**src/bc_params.svh**
```systemverilog
/*
 constants of the buck mode and voltage control block: offsets, field positions, reset values,
 timing counts. assumes a 25 MHz system clock.
*/
`ifndef BC_PARAMS_SVH
`define BC_PARAMS_SVH

// ==========================================================================
// register byte addresses
`define BC_ADR_CTRL 8'h00
`define BC_ADR_VRUN 8'h04
`define BC_ADR_VSTBY 8'h08
`define BC_ADR_VSLP 8'h0c
`define BC_ADR_STATUS 8'h10
`define BC_ADR_MASK 8'h14
`define BC_ADR_SENSE 8'h18
`define BC_ADR_STATE 8'h1c

// ==========================================================================
// control field positions and reset values
`define BC_CTRL_EN 0
`define BC_CTRL_STBY_EN 1
`define BC_CTRL_SLEEP_EN 2
`define BC_CTRL_LOW_BIAS 3
`define BC_CTRL_FPWM 4
`define BC_CTRL_RST 5'h01

// ==========================================================================
// timing and voltage decode
`define BC_CLK_KHZ 25000
`define BC_DEB_TIME_US 8000
`define BC_DEB_CYCLES (`BC_DEB_TIME_US * `BC_CLK_KHZ / 1000)
`define BC_VOUT_BASE_MV 1800
`define BC_VOUT_STEP_MV 100

`endif

```
**src/bc_pkg.sv**
```systemverilog
/*
 types of the buck mode and voltage control block.
 assumes nothing beyond the parameter header.
*/
package bc_pkg;

  typedef enum logic [1:0] {
    BC_PS_OFF = 2'b00,
    BC_PS_RUN = 2'b01,
    BC_PS_STBY = 2'b10,
    BC_PS_SLEEP = 2'b11
  } bc_pstate_t;

  typedef enum logic [1:0] {
    BC_MODE_OFF = 2'b00,
    BC_MODE_ADAPT = 2'b01,
    BC_MODE_FPWM = 2'b10,
    BC_MODE_LOWB = 2'b11
  } bc_mode_t;

  typedef struct packed {
    logic [4:0] ctrl;
    logic [5:0] vrun;
    logic [5:0] vstby;
    logic [5:0] vslp;
    logic [1:0] status;
    logic [1:0] mask;
    bc_pstate_t pprev;
    logic ack;
    logic [31:0] rdata;
    logic irq;
    bc_mode_t mode;
    logic discharge;
    logic ccm;
    logic hs_off;
    logic ls_off;
    logic [3:0] vcode;
    logic [11:0] vout_mv;
  } bc_state_t;

endpackage

```
**src/bc_debounce.sv**
```systemverilog
/*
 persistence filter: held_o rises once lvl_i has been high for more than n cycles in a row.
 assumes lvl_i is already synchronous.
*/
module bc_debounce #(
  parameter int N = 200000,
  parameter int CNT_W = 18
) (
  input wire logic clk_i, // system clock
  input wire logic rst_i, // synchronous reset, high
  input wire logic lvl_i, // fault level
  output logic held_o // fault persisted past the limit
);
  typedef struct packed {
    logic [CNT_W-1:0] cnt;
    logic held;
  } bc_deb_state_t;

  bc_deb_state_t q;
  bc_deb_state_t d;

  always_comb begin
    d = q;
    if (!lvl_i) begin
      d.cnt = '0;
      d.held = 1'b0;
    end else if (q.cnt == CNT_W'(N)) begin
      d.held = 1'b1;
    end else begin
      d.cnt = q.cnt + 1'b1;
    end
  end

  always_ff @(posedge clk_i) begin
    if (rst_i) begin
      q <= '0;
    end else begin
      q <= d;
    end
  end

  assign held_o = q.held;

  property p_deb_persist;
    @(posedge clk_i) disable iff (rst_i)
    $rose(held_o) |-> $past(lvl_i) && $past(q.cnt) == CNT_W'(N);
  endproperty
  a_deb_persist: assert property (p_deb_persist) else $error("held rose too early");

  property p_deb_drop;
    @(posedge clk_i) disable iff (rst_i)
    !lvl_i |=> !held_o && q.cnt == '0;
  endproperty
  a_deb_drop: assert property (p_deb_drop) else $error("held survived a gap");
endmodule // bc_debounce

```
**src/bc_sync.sv**
```systemverilog
/*
 two flip-flop synchroniser for a vector of unrelated levels.
 assumes each bit is a slow level from outside the clock domain.
*/
module bc_sync #(
  parameter int W = 3
) (
  input wire logic clk_i, // system clock
  input wire logic rst_i, // synchronous reset, high
  input wire logic [W-1:0] d_i, // asynchronous levels
  output logic [W-1:0] q_o // synchronised levels
);
  typedef struct packed {
    logic [W-1:0] s1;
    logic [W-1:0] s2;
  } bc_sync_state_t;

  bc_sync_state_t q;
  bc_sync_state_t d;

  always_comb begin
    d = q;
    d.s1 = d_i;
    d.s2 = q.s1;
  end

  always_ff @(posedge clk_i) begin
    if (rst_i) begin
      q <= '0;
    end else begin
      q <= d;
    end
  end

  assign q_o = q.s2;
endmodule // bc_sync

```
**src/bc_top.sv**
```systemverilog
/*
 buck converter c mode and voltage control: mode select per power state, cycle-by-cycle
 current limit, debounced limit interrupt, fused voltage code load, wishbone classic slave.
 assumes pstate_i, cycle_start_i and fused_code_i come from logic on clk_i; the limit and
 load comparators arrive asynchronously.
*/
// Added by the designer: the register offsets and register access over Wishbone.
// Behaviour
// - adaptive mode picks dcm or ccm from load
// - mode also forced by bus or state changes
// - enable low keeps regulator off and discharging
// - adaptive mode is the default operation
// - forced pwm bit wins whenever enabled
// - run ignores low bias bit
// - standby: off unless standby enable; low bias allowed
// - sleep: off unless sleep enable; low bias allowed
// - mode chosen from state and control bits
// - over-limit switch stays off for cycle rest
// - limit hit sets sense bit
// - status set after limit persists past 8 ms
// - startup to run copies fused voltage code
// - active voltage code follows power state
// - voltage registers ignore bus writes
// - linear decode: 1.80 V base, 0.10 V steps
`include "bc_params.svh"
module bc_top
  import bc_pkg::*;
#(
  parameter int DEB_CYCLES = `BC_DEB_CYCLES,
  parameter int DEB_CNT_W = 18
) (
  input wire logic clk_i, // system clock, 25 MHz
  input wire logic rst_i, // synchronous reset, high
  input wire logic wb_cyc_i, // wishbone cycle
  input wire logic wb_stb_i, // wishbone strobe
  input wire logic wb_we_i, // wishbone write enable
  input wire logic [7:0] wb_adr_i, // wishbone byte address
  input wire logic [3:0] wb_sel_i, // wishbone byte selects
  input wire logic [31:0] wb_dat_i, // wishbone write data
  output logic [31:0] wb_dat_o, // wishbone read data
  output logic wb_ack_o, // wishbone acknowledge
  output logic irq_o, // level interrupt, high
  input wire bc_pstate_t pstate_i, // power state from sequencer
  input wire logic [5:0] fused_code_i, // fused voltage code
  input wire logic hs_limit_i, // high-side over-limit comparator, async
  input wire logic ls_limit_i, // low-side over-limit comparator, async
  input wire logic light_load_i, // light load detector, async
  input wire logic cycle_start_i, // switching cycle start pulse
  output bc_mode_t mode_o, // operating mode
  output logic discharge_o, // output discharge path on
  output logic ccm_o, // continuous conduction forced
  output logic hs_off_o, // high-side switch blanked
  output logic ls_off_o, // low-side switch blanked
  output logic [3:0] vcode_o, // active voltage code
  output logic [11:0] vout_mv_o // active target in millivolts
);

  bc_state_t q;
  bc_state_t d;
  logic [2:0] sync_q;
  logic [1:0] lim_s;
  logic light_s;
  logic [1:0] held;
  logic req;
  logic wr;
  logic startup;
  logic en;
  logic fpwm;
  logic lowb;

  // ==========================================================================
  // input synchronisers and fault filters
  bc_sync #(
    .W(3)
  ) u_sync (
    .clk_i(clk_i),
    .rst_i(rst_i),
    .d_i({light_load_i, ls_limit_i, hs_limit_i}),
    .q_o(sync_q)
  );

  assign lim_s = sync_q[1:0];
  assign light_s = sync_q[2];

  genvar gi;
  generate
    for (gi = 0; gi < 2; gi++) begin : g_deb
      bc_debounce #(
        .N(DEB_CYCLES),
        .CNT_W(DEB_CNT_W)
      ) u_deb (
        .clk_i(clk_i),
        .rst_i(rst_i),
        .lvl_i(lim_s[gi]),
        .held_o(held[gi])
      );
    end
  endgenerate

  // ==========================================================================
  // decode helpers
  assign req = wb_cyc_i & wb_stb_i;
  assign wr = req & q.ack & wb_we_i & wb_sel_i[0];
  assign startup = (q.pprev == BC_PS_OFF) && (pstate_i == BC_PS_RUN);
  assign en = q.ctrl[`BC_CTRL_EN];
  assign fpwm = q.ctrl[`BC_CTRL_FPWM];
  assign lowb = q.ctrl[`BC_CTRL_LOW_BIAS];

  // ==========================================================================
  // next state
  always_comb begin
    d = q;
    d.pprev = pstate_i;
    // ack one cycle after the request, dropped the cycle after
    d.ack = req & ~q.ack;
    if (req & ~q.ack) begin
      case ({wb_adr_i[7:2], 2'b00})
        `BC_ADR_CTRL: d.rdata = {27'h0, q.ctrl};
        `BC_ADR_VRUN: d.rdata = {26'h0, q.vrun};
        `BC_ADR_VSTBY: d.rdata = {26'h0, q.vstby};
        `BC_ADR_VSLP: d.rdata = {26'h0, q.vslp};
        `BC_ADR_STATUS: d.rdata = {30'h0, q.status};
        `BC_ADR_MASK: d.rdata = {30'h0, q.mask};
        `BC_ADR_SENSE: d.rdata = {30'h0, lim_s};
        `BC_ADR_STATE: d.rdata = {26'h0, q.ccm, q.discharge, q.mode, pstate_i};
        default: d.rdata = 32'h0;
      endcase
    end
    // writes land on the edge where the master sees ack; voltage codes have no write path
    if (wr && {wb_adr_i[7:2], 2'b00} == `BC_ADR_CTRL) begin
      d.ctrl = wb_dat_i[4:0];
    end
    if (wr && {wb_adr_i[7:2], 2'b00} == `BC_ADR_MASK) begin
      d.mask = wb_dat_i[1:0];
    end
    if (wr && {wb_adr_i[7:2], 2'b00} == `BC_ADR_STATUS) begin
      d.status = q.status & ~wb_dat_i[1:0];
    end
    d.status = d.status | held;
    d.irq = |(d.status & d.mask);
    // fused code load on the step from the all-off state into run
    if (startup) begin
      d.vrun = fused_code_i;
      d.vstby = fused_code_i;
      d.vslp = fused_code_i;
    end
    // mode selection
    case (pstate_i)
      BC_PS_RUN: begin
        if (!en) begin
          d.mode = BC_MODE_OFF;
        end else if (fpwm) begin
          d.mode = BC_MODE_FPWM;
        end else begin
          d.mode = BC_MODE_ADAPT;
        end
      end
      BC_PS_STBY: begin
        if (!en || !q.ctrl[`BC_CTRL_STBY_EN]) begin
          d.mode = BC_MODE_OFF;
        end else if (fpwm) begin
          d.mode = BC_MODE_FPWM;
        end else if (lowb) begin
          d.mode = BC_MODE_LOWB;
        end else begin
          d.mode = BC_MODE_ADAPT;
        end
      end
      BC_PS_SLEEP: begin
        if (!en || !q.ctrl[`BC_CTRL_SLEEP_EN]) begin
          d.mode = BC_MODE_OFF;
        end else if (fpwm) begin
          d.mode = BC_MODE_FPWM;
        end else if (lowb) begin
          d.mode = BC_MODE_LOWB;
        end else begin
          d.mode = BC_MODE_ADAPT;
        end
      end
      default: d.mode = BC_MODE_OFF;
    endcase
    d.discharge = (d.mode == BC_MODE_OFF);
    case (d.mode)
      BC_MODE_FPWM: d.ccm = 1'b1;
      BC_MODE_ADAPT: d.ccm = ~light_s;
      default: d.ccm = 1'b0;
    endcase
    // blanking holds to the next cycle start, a new hit wins over the release
    d.hs_off = (q.hs_off & ~cycle_start_i) | lim_s[0];
    d.ls_off = (q.ls_off & ~cycle_start_i) | lim_s[1];
    case (pstate_i)
      BC_PS_STBY: d.vcode = q.vstby[3:0];
      BC_PS_SLEEP: d.vcode = q.vslp[3:0];
      default: d.vcode = q.vrun[3:0];
    endcase
    d.vout_mv = 12'(`BC_VOUT_BASE_MV + `BC_VOUT_STEP_MV * int'(d.vcode));
  end

  always_ff @(posedge clk_i) begin
    if (rst_i) begin
      q <= '0;
      q.ctrl <= `BC_CTRL_RST;
      q.discharge <= 1'b1;
      q.vout_mv <= 12'(`BC_VOUT_BASE_MV);
    end else begin
      q <= d;
    end
  end

  // ==========================================================================
  // outputs
  assign wb_dat_o = q.rdata;
  assign wb_ack_o = q.ack;
  assign irq_o = q.irq;
  assign mode_o = q.mode;
  assign discharge_o = q.discharge;
  assign ccm_o = q.ccm;
  assign hs_off_o = q.hs_off;
  assign ls_off_o = q.ls_off;
  assign vcode_o = q.vcode;
  assign vout_mv_o = q.vout_mv;

  // ==========================================================================
  // checks
  property p_off;
    @(posedge clk_i) disable iff (rst_i)
    !en && !wr |=> mode_o == BC_MODE_OFF && discharge_o;
  endproperty
  a_off: assert property (p_off) else $error("enabled while enable low");

  property p_fpwm;
    @(posedge clk_i) disable iff (rst_i)
    en && fpwm && pstate_i == BC_PS_RUN |=> mode_o == BC_MODE_FPWM && ccm_o;
  endproperty
  a_fpwm: assert property (p_fpwm) else $error("forced pwm not applied");

  property p_run_adapt;
    @(posedge clk_i) disable iff (rst_i)
    en && !fpwm && pstate_i == BC_PS_RUN |=> mode_o == BC_MODE_ADAPT;
  endproperty
  a_run_adapt: assert property (p_run_adapt) else $error("run not adaptive");

  property p_stby_off;
    @(posedge clk_i) disable iff (rst_i)
    pstate_i == BC_PS_STBY && !q.ctrl[`BC_CTRL_STBY_EN] |=> mode_o == BC_MODE_OFF;
  endproperty
  a_stby_off: assert property (p_stby_off) else $error("standby not off");

  property p_sleep_lowb;
    @(posedge clk_i) disable iff (rst_i)
    pstate_i == BC_PS_SLEEP && en && q.ctrl[`BC_CTRL_SLEEP_EN] && lowb && !fpwm
      |=> mode_o == BC_MODE_LOWB && !ccm_o;
  endproperty
  a_sleep_lowb: assert property (p_sleep_lowb) else $error("sleep low bias missed");

  property p_adapt_load;
    @(posedge clk_i) disable iff (rst_i)
    d.mode == BC_MODE_ADAPT |=> ccm_o == !$past(light_s);
  endproperty
  a_adapt_load: assert property (p_adapt_load) else $error("adaptive ccm wrong");

  property p_load;
    @(posedge clk_i) disable iff (rst_i)
    startup |=> q.vrun == $past(fused_code_i) && q.vslp == $past(fused_code_i);
  endproperty
  a_load: assert property (p_load) else $error("fused code not loaded");

  property p_ro;
    @(posedge clk_i) disable iff (rst_i)
    wr && !startup |=> $stable(q.vrun) && $stable(q.vstby) && $stable(q.vslp);
  endproperty
  a_ro: assert property (p_ro) else $error("voltage code written");

  property p_blank;
    @(posedge clk_i) disable iff (rst_i)
    lim_s[0] |=> hs_off_o;
  endproperty
  a_blank: assert property (p_blank) else $error("high-side blank missed");

  property p_hs_release;
    @(posedge clk_i) disable iff (rst_i)
    cycle_start_i && !lim_s[0] |=> !hs_off_o;
  endproperty
  a_hs_release: assert property (p_hs_release) else $error("high-side blank stuck");

  property p_ls_blank;
    @(posedge clk_i) disable iff (rst_i)
    lim_s[1] |=> ls_off_o;
  endproperty
  a_ls_blank: assert property (p_ls_blank) else $error("low-side blank missed");

  property p_ls_blank_hold;
    @(posedge clk_i) disable iff (rst_i)
    ls_off_o && !cycle_start_i |=> ls_off_o;
  endproperty
  a_ls_blank_hold: assert property (p_ls_blank_hold) else $error("low-side blank dropped");

  property p_blank_hold;
    @(posedge clk_i) disable iff (rst_i)
    hs_off_o && !cycle_start_i |=> hs_off_o;
  endproperty
  a_blank_hold: assert property (p_blank_hold) else $error("blank released early");

  property p_decode;
    @(posedge clk_i) disable iff (rst_i)
    vout_mv_o == 12'(`BC_VOUT_BASE_MV + `BC_VOUT_STEP_MV * int'(vcode_o));
  endproperty
  a_decode: assert property (p_decode) else $error("voltage decode wrong");

  property p_state_code;
    @(posedge clk_i) disable iff (rst_i)
    pstate_i == BC_PS_STBY |=> vcode_o == $past(q.vstby[3:0]);
  endproperty
  a_state_code: assert property (p_state_code) else $error("standby code not used");

  property p_status_set;
    @(posedge clk_i) disable iff (rst_i)
    |held |=> (q.status & $past(held)) == $past(held);
  endproperty
  a_status_set: assert property (p_status_set) else $error("persisted limit not flagged");

  property p_irq_level;
    @(posedge clk_i) disable iff (rst_i)
    irq_o == |(q.status & q.mask);
  endproperty
  a_irq_level: assert property (p_irq_level) else $error("interrupt level wrong");

  property p_ack_pulse;
    @(posedge clk_i) disable iff (rst_i)
    wb_ack_o |=> !wb_ack_o;
  endproperty
  a_ack_pulse: assert property (p_ack_pulse) else $error("ack held over two cycles");

  property p_sense;
    @(posedge clk_i) disable iff (rst_i)
    req && !wb_ack_o && {wb_adr_i[7:2], 2'b00} == `BC_ADR_SENSE
      |=> wb_dat_o == {30'h0, $past(lim_s)};
  endproperty
  a_sense: assert property (p_sense) else $error("sense read wrong");

  property p_stby_lowb;
    @(posedge clk_i) disable iff (rst_i)
    pstate_i == BC_PS_STBY && en && q.ctrl[`BC_CTRL_STBY_EN] && lowb && !fpwm
      |=> mode_o == BC_MODE_LOWB && !ccm_o;
  endproperty
  a_stby_lowb: assert property (p_stby_lowb) else $error("standby low bias missed");

  property p_discharge;
    @(posedge clk_i) disable iff (rst_i)
    discharge_o == (mode_o == BC_MODE_OFF);
  endproperty
  a_discharge: assert property (p_discharge) else $error("discharge not tied to off");
endmodule // bc_top
```
**config.mk**
```make
export PLATFORM = sky130hd
export DESIGN_NAME = bc_top
export DESIGN_NICKNAME = d
export VERILOG_FILES = /design/src/bc_pkg.sv /design/src/bc_debounce.sv /design/src/bc_sync.sv /design/src/bc_top.sv
export VERILOG_INCLUDE_DIRS = /design/src /design/src/src
export SDC_FILE = /design/constraint.sdc
export NUM_CORES = 1
export LEC_CHECK = 0
export BUFFER_PORTS_ARGS = -buffer_cell sky130_fd_sc_hd__buf_4
export CORE_ASPECT_RATIO = 0.5
export CORE_MARGIN = 4
export CORE_UTILIZATION = 30
export DETAILED_ROUTE_END_ITERATION = 6
export PLACE_DENSITY = 0.48
export SKIP_LAST_GASP = 1
export SYNTH_ARGS = -nofsm -noshare
export SYNTH_HDL_FRONTEND = slang
export SYNTH_SLANG_ARGS = --single-unit
```
**constraint.sdc**
```tcl
create_clock -name clk_i -period 4.67 [get_ports clk_i]
set_clock_uncertainty 0.15 [all_clocks]
set_input_delay 0.2335 -clock clk_i [delete_from_list [all_inputs] [get_ports clk_i]]
set_output_delay 0.2335 -clock clk_i [all_outputs]
set_load 0.1 [all_outputs]
```
# ---- Word-level counts from Yosys, hierarchy flattened
# Index checks and enable logic that the tools add are counted.
dict set report totals {
  inputBits 61
  ff_bits 117
  elab_cells 84
  out_inout_bits 56
}
dict set report classes {
  n_eq_ne 14
  addsub 3
  bitwise 18
  n_mul 1
  reduce_logical 16
  n_mux 11
}
# op n
set op_table {}
lappend op_table {{18-bit by 1-bit adder with 18-bit output (second input constant)} 2}
lappend op_table {{18-bit equality test (second input constant)} 2}
lappend op_table {{6-bit one-hot mux with 6 select lines} 1}
lappend op_table {{6-bit by 3-bit equality test with 1-bit output (second input constant)} 4}
lappend op_table {{2-bit two-way mux} 8}
lappend op_table {{11-bit by 11-bit adder with 12-bit output (first input constant)} 1}
lappend op_table {{6-bit by 2-bit equality test with 1-bit output (second input constant)} 2}
lappend op_table {{5-bit by 4-bit multiplier with 9-bit output (first input constant)} 1}
lappend op_table {{1-bit AND} 7}
lappend op_table {{2-bit equality test (second input constant)} 3}
lappend op_table {{6-bit by 1-bit equality test with 1-bit output (second input constant)} 1}
lappend op_table {{6-bit logical NOT} 1}
lappend op_table {{2-bit one-hot mux with 3 select lines} 1}
lappend op_table {{2-bit OR reduction} 3}
lappend op_table {{1-bit NOT} 5}
lappend op_table {{2-bit AND} 2}
lappend op_table {{2-bit by 1-bit equality test with 1-bit output (second input constant)} 2}
lappend op_table {{1-bit logical AND} 4}
lappend op_table {{2-bit logical NOT} 2}
lappend op_table {{1-bit logical NOT} 3}
lappend op_table {{3-bit OR reduction} 1}
lappend op_table {{1-bit logical OR} 2}
lappend op_table {{2-bit NOT} 1}
lappend op_table {{1-bit OR} 2}
lappend op_table {{other kinds (2)} 2}

# ---- Logic depth before layout (Yosys ltp)
dict set report logic_depth {
  depth_word 9
  mapped_depth 9
}

# ---- Cells and area by module
# A second synthesis with hierarchy kept.
dict set report unflattened {
  hier_cells 488
  hier_area_um2 4448.0
}
# module area_each_um2 seq_area_each_um2 instances cells_each
set by_module_without_submodules {}
lappend by_module_without_submodules {bc_top 2461.1 880.8 1 266}
lappend by_module_without_submodules {bc_debounce 914.6 380.4 2 105}
lappend by_module_without_submodules {bc_sync 157.7 120.1 1 12}

# ---- Least setup slack after synthesis
# Ideal clock, no wire load.
dict set report synth_timing {
  path_kind {register -> register}
  startpoint {reg q, in the netlist wb_ack_o}
  endpoint {reg q, in the netlist en}
  arrival_ns 1.939
  path_stages_with_launch 4
  setup_time_ns 0.120
  t_required_ns 4.400
  setup_slack_ns 2.461
  path_cell_list {dfxtp_1 -> and4_1 -> nand4_1 -> a211o_1}
}
dict set report synth_via {
  elab_chain_cells 4
}
# item line_no
set synth_rtl {}
lappend synth_rtl {{from (decl)} bc_top.sv:58} ;# bc_state_t q;
lappend synth_rtl {{1-bit AND (3 in a row)} bc_top.sv:103} ;# assign wr = req & q.ack & wb_we_i & wb_sel_i[0];
lappend synth_rtl {{1-bit logical AND (no line)} n/a}
# No other way between the ends.
# A chain may end at the register's enable or synchronous reset.

# ---- Final worst setup path
dict set report layout_timing {
  startpoint {reg q[64] in the netlist's numbering}
  endpoint {reg q, in the netlist vout_mv_o[10]}
}
dict set report layout_via {
  elab_chain_cells 2
}
# item
set layout_rtl {}
lappend layout_rtl {{5-bit by 4-bit multiplier with 9-bit output (no line)}}
lappend layout_rtl {{11-bit by 11-bit adder with 12-bit output (no line)}}
# No other way between the ends.

==> out/summary.log <==
qor: cts.post-cts-setup-buffer-count 0
qor: sta.timing_worst_slew_pin_value 1.105 ns
qor: synthesis.synth_simple_gate_area_share 25.13%
qor: synthesis.synth-warning-count 0
qor: cts.inserted_clock_buffers 9
qor: die.fp.coreArea 13,850 sq um
qor: synthesis.syn_avg_cell_area 8.954 sq um
qor: worst_setup_path.wp_data_arrival 2.55 ns
qor: synthesis.synth-compound-area-share 8.884%
qor: cts.root_buffer sky130_fd_sc_hd__clkbuf_16
qor: cts.number_of_buffers_on_the_longest_clock_path 2
qor: die.initial_core_util 31.42%
qor: cells_and_area.final_nets 609
qor: cts.clk_pin_slew 0.06 ns
qor: drt.detailroute.via_count 3,288
qor: drt.met2WireLength 3879 microns
qor: worst_setup_path.worst_path_most_repeated_cell sky130_fd_sc_hd__ha_1
qor: drt.avgViaCountPerCell 4.523
qor: cells_and_area.finalCoreUtilization 37.24%
qor: die.die_width 178.3 microns
qor: worst_setup_path.crit_path_end_kind flip-flop
qor: drt.dr.first_iter.drc_count 183
qor: cells_and_area.area_delta_synth_final 18.55%
qor: drt.route.detailed.drc 0
qor: grt.grt_antenna_before_repair 0
qor: sta.fmaxAchievable 0.4094 GHz
qor: power_and_ir_drop.design_power_total 1829 uW
qor: power_and_ir_drop.power.ir.vdd_worst 0.0001462 V
qor: worst_setup_path.rr_endpoint vout_mv_o[10]$_SDFF_PP1_
qor: drt.drt-pass1-iter-count 4
qor: cts.cts_tree done
qor: worst_setup_path.reg2reg_depth 8
qor: synthesis.ys_types 55
qor: worst_setup_path.crit_chain inv_1, ha_1, inv_1, ha_1, ha_1, or3_1, nand4b_1, mux2i_1
qor: drt.met3_length 508 microns
qor: sta.totalNegativeSetupSlack 0 ns
qor: worst_setup_path.timing.setup.critical_path_class reg -> reg
qor: worst_setup_path.cpLargestDelayFamily adder cells
qor: sta.setup-violations-final 0
qor: worst_hold_path.min-delay-start pstate_i[1]
qor: grt.residual_overflow_from_global_routing 0
qor: synthesis.synth-edff-count 0
qor: synthesis.synth_top_family_by_area simple AND/OR/NAND/NOR gates
qor: synthesis.yosys.area_share.adder 5.348%
qor: grt.grt_pass1_wl 15,510 microns
qor: cells_and_area.nFillCells 1,412
qor: cells_and_area.post_layout_cell_count 727
qor: cts.htreeDepth 3
qor: placement.numPortBuffers 56
qor: drt.routed.top_layer met4
qor: sta.worst_slack 2.228 ns
qor: placement.place.detailed.hpwl 6667 microns
qor: die.std_cell_rows 30
qor: synthesis.seq_area_frac_synth 40.48%
qor: worst_hold_path.hold-path-endpoint q[57]$_SDFF_PP0_
qor: cells_and_area.leading_cell_type_in_the_layout_fill_and_taps_excluded sky130_fd_sc_hd__dfxtp_1
qor: drt.met1Wirelength 4667 microns
qor: sta.final_period_minus_worst_setup_slack 2.442 ns
qor: drt.detail-route-antenna-nets 0
qor: worst_setup_path.cp_data_required_time 4.78 ns
qor: die.die_height 93.17 microns
qor: worst_setup_path.critical_path.reg2reg.startpoint q[64]$_SDFFE_PP0P_
qor: power_and_ir_drop.power.density 354.5 nW/um^2
qor: cells_and_area.final_layout_size_suffix_gt1_share 16.45%
qor: placement.pre_cts_ws 2.221 ns
qor: worst_setup_path.setup.worst_path.start_class flip-flop
qor: grt.grtUsageTotal 11.65%
qor: synthesis.synth.cell_area 4352 sq um
qor: worst_setup_path.crit_path_max_fanout 6
qor: sta.final_hold_viol_count 0
qor: sta.timing_max_transition_violations_final 0
qor: power_and_ir_drop.leakage 0.002015 uW
qor: grt.grt_max_degree 49
qor: cells_and_area.most-common-layout-cells 88 x sky130_fd_sc_hd__dfxtp_1, 56 x sky130_fd_sc_hd__buf_4, 50 x sky130_fd_sc_hd__nor2_1
qor: worst_hold_path.min-delay-path-class in -> reg
qor: placement.gp_routability_congestion 0.7307
qor: cts.postCtsResizedCells 0
qor: drt.finalWirelength 9165 microns
qor: outcome.run_status complete, no violations
qor: synthesis.synth_seq_cells 88
qor: placement.placed_cells 698
qor: sta.slew-limit-headroom 26.12%
qor: synthesis.synth_ff_type sky130_fd_sc_hd__dfxtp_1
qor: worst_setup_path.critical_path_buf_inv_count 2
qor: drt.detailed_route_wire_length_per_cell 12.61 microns
qor: sta.grt_setup_unrepaired false
qor: die.ioPinCount 117
qor: cells_and_area.diodes_inserted 0
qor: worst_setup_path.critPathSlowestCell sky130_fd_sc_hd__dfxtp_1
qor: synthesis.synthArstFlopShare 0%
qor: worst_hold_path.whs_path_depth 2
qor: worst_setup_path.ff2ff_setup_slack 2.23 ns
qor: cts.clock_sinks 88
qor: sta.layout_worst_path_cycle_share 52.30%
qor: worst_setup_path.slowest_delay 0.47 ns
qor: synthesis.post_synth_mux_area_share 3.795%
qor: synthesis.synthCells 486
qor: job.maxCapViolations 0
qor: synthesis.xor_xnor_portion_of_the_synthesized_cell_area 4.945%
qor: cts.clock_insertion_delay_worst_skew 0.34 ns
qor: die.fp.dieArea 16,610 sq um
qor: grt.via_count_of_the_first_global_routing_pass 3,088
layout make-up:
type	count	area, sq um	share of cell area (%)
Sequential cell	88	1762	34.15
Multi-Input combinational cell	344	2198	42.61
Timing Repair Buffer	69	550.5	10.67
Tap cell	192	240.2	4.657
Clock buffer	12	266.5	5.166
Inverter	18	67.56	1.310
Clock inverter	4	73.82	1.431
routing by layer:
metal,global-route usage (%),up-vias
met5,0,-
met4,3.446,0
met3,3.352,10
met2,17.90,72
met1,15.90,1501
li1,-,1705
worst max path at each step:
stage,start,endpoint,slack (ns),cells past startpoint
CTS,q[64]$_SDFFE_PP0P_,vout_mv_o[10]$_SDFF_PP1_,2.17,8
floorplan,wb_ack_o$_SDFF_PP0_,en$_SDFFE_PP1P_,2.46,3
finish,q[64]$_SDFFE_PP0P_,vout_mv_o[10]$_SDFF_PP1_,2.23,8
global route,q[64]$_SDFFE_PP0P_,vout_mv_o[10]$_SDFF_PP1_,2.08,8
detailed placement,q[64]$_SDFFE_PP0P_,vout_mv_o[10]$_SDFF_PP1_,2.22,8
global placement,q[64]$_SDFFE_PP0P_,vout_mv_o[10]$_SDFF_PP1_,2.20,8
sequential cells by signal, summed over array words and instances (netlist names):
name	count
u_sync.d	3
g_deb.u_deb.q	36
discharge_o	1
q	14
lowb	1
wb_dat_o	6
mode_o	2
vout_mv_o	9
vcode_o	4
u_sync.q_o	3
en	1
ls_off_o	1
fpwm	1
hs_off_o	1
wb_ack_o	1
ccm_o	1
irq_o	1
g_deb.u_deb.held_o	2
power breakdown:
part           total (uW)  switching, uW  internal [uW]
clock                 808            295            514
sequential            771           7.93            763
combinational         249            196           53.1
total                1830            498           1330
logic make-up after synthesis:
| kind of cell | Yosys count |
|---|---|
| xor+xnor | 23 |
| compound gates | 65 |
| simple gates | 194 |
| mux | 16 |
| buf+inv | 81 |
| fa+ha+maj | 18 |
| flops | 88 |
| other cells | 1 |
synthesized netlist by cell type, drive strengths merged (15+ instances only):
| library cell | n | area share, % |
|---|---|---|
| buf | 53 | 8.9 |
| nor2 | 50 | 4.3 |
| nand2 | 17 | 1.5 |
| nand3 | 27 | 3.4 |
| or3 | 16 | 2.4 |
| a21oi | 29 | 3.3 |
| dfxtp | 88 | 40 |
| inv | 18 | 1.6 |
| o21ai | 19 | 2.2 |
| ha | 17 | 4.9 |
| nor2b | 15 | 2.2 |
repair_timing:
| action | CTS | global route |
|---|---|---|
| hold endpoints to repair | 13 | 0 |
| setup endpoints to repair | 0 | 0 |
| hold buffers | 13 | 0 |
through the flow:
step | hold slack [ns] | cell area (sq um)
after floorplan | 0.2117 | 4453
after global placement | 0.2699 | 4688
after detailed placement | 0.2731 | 4688
after CTS | 0.01294 | 5159
after global routing | 0.02462 | 5159
final | 0.02434 | 5159
Power figures use the tool's default switching activity.
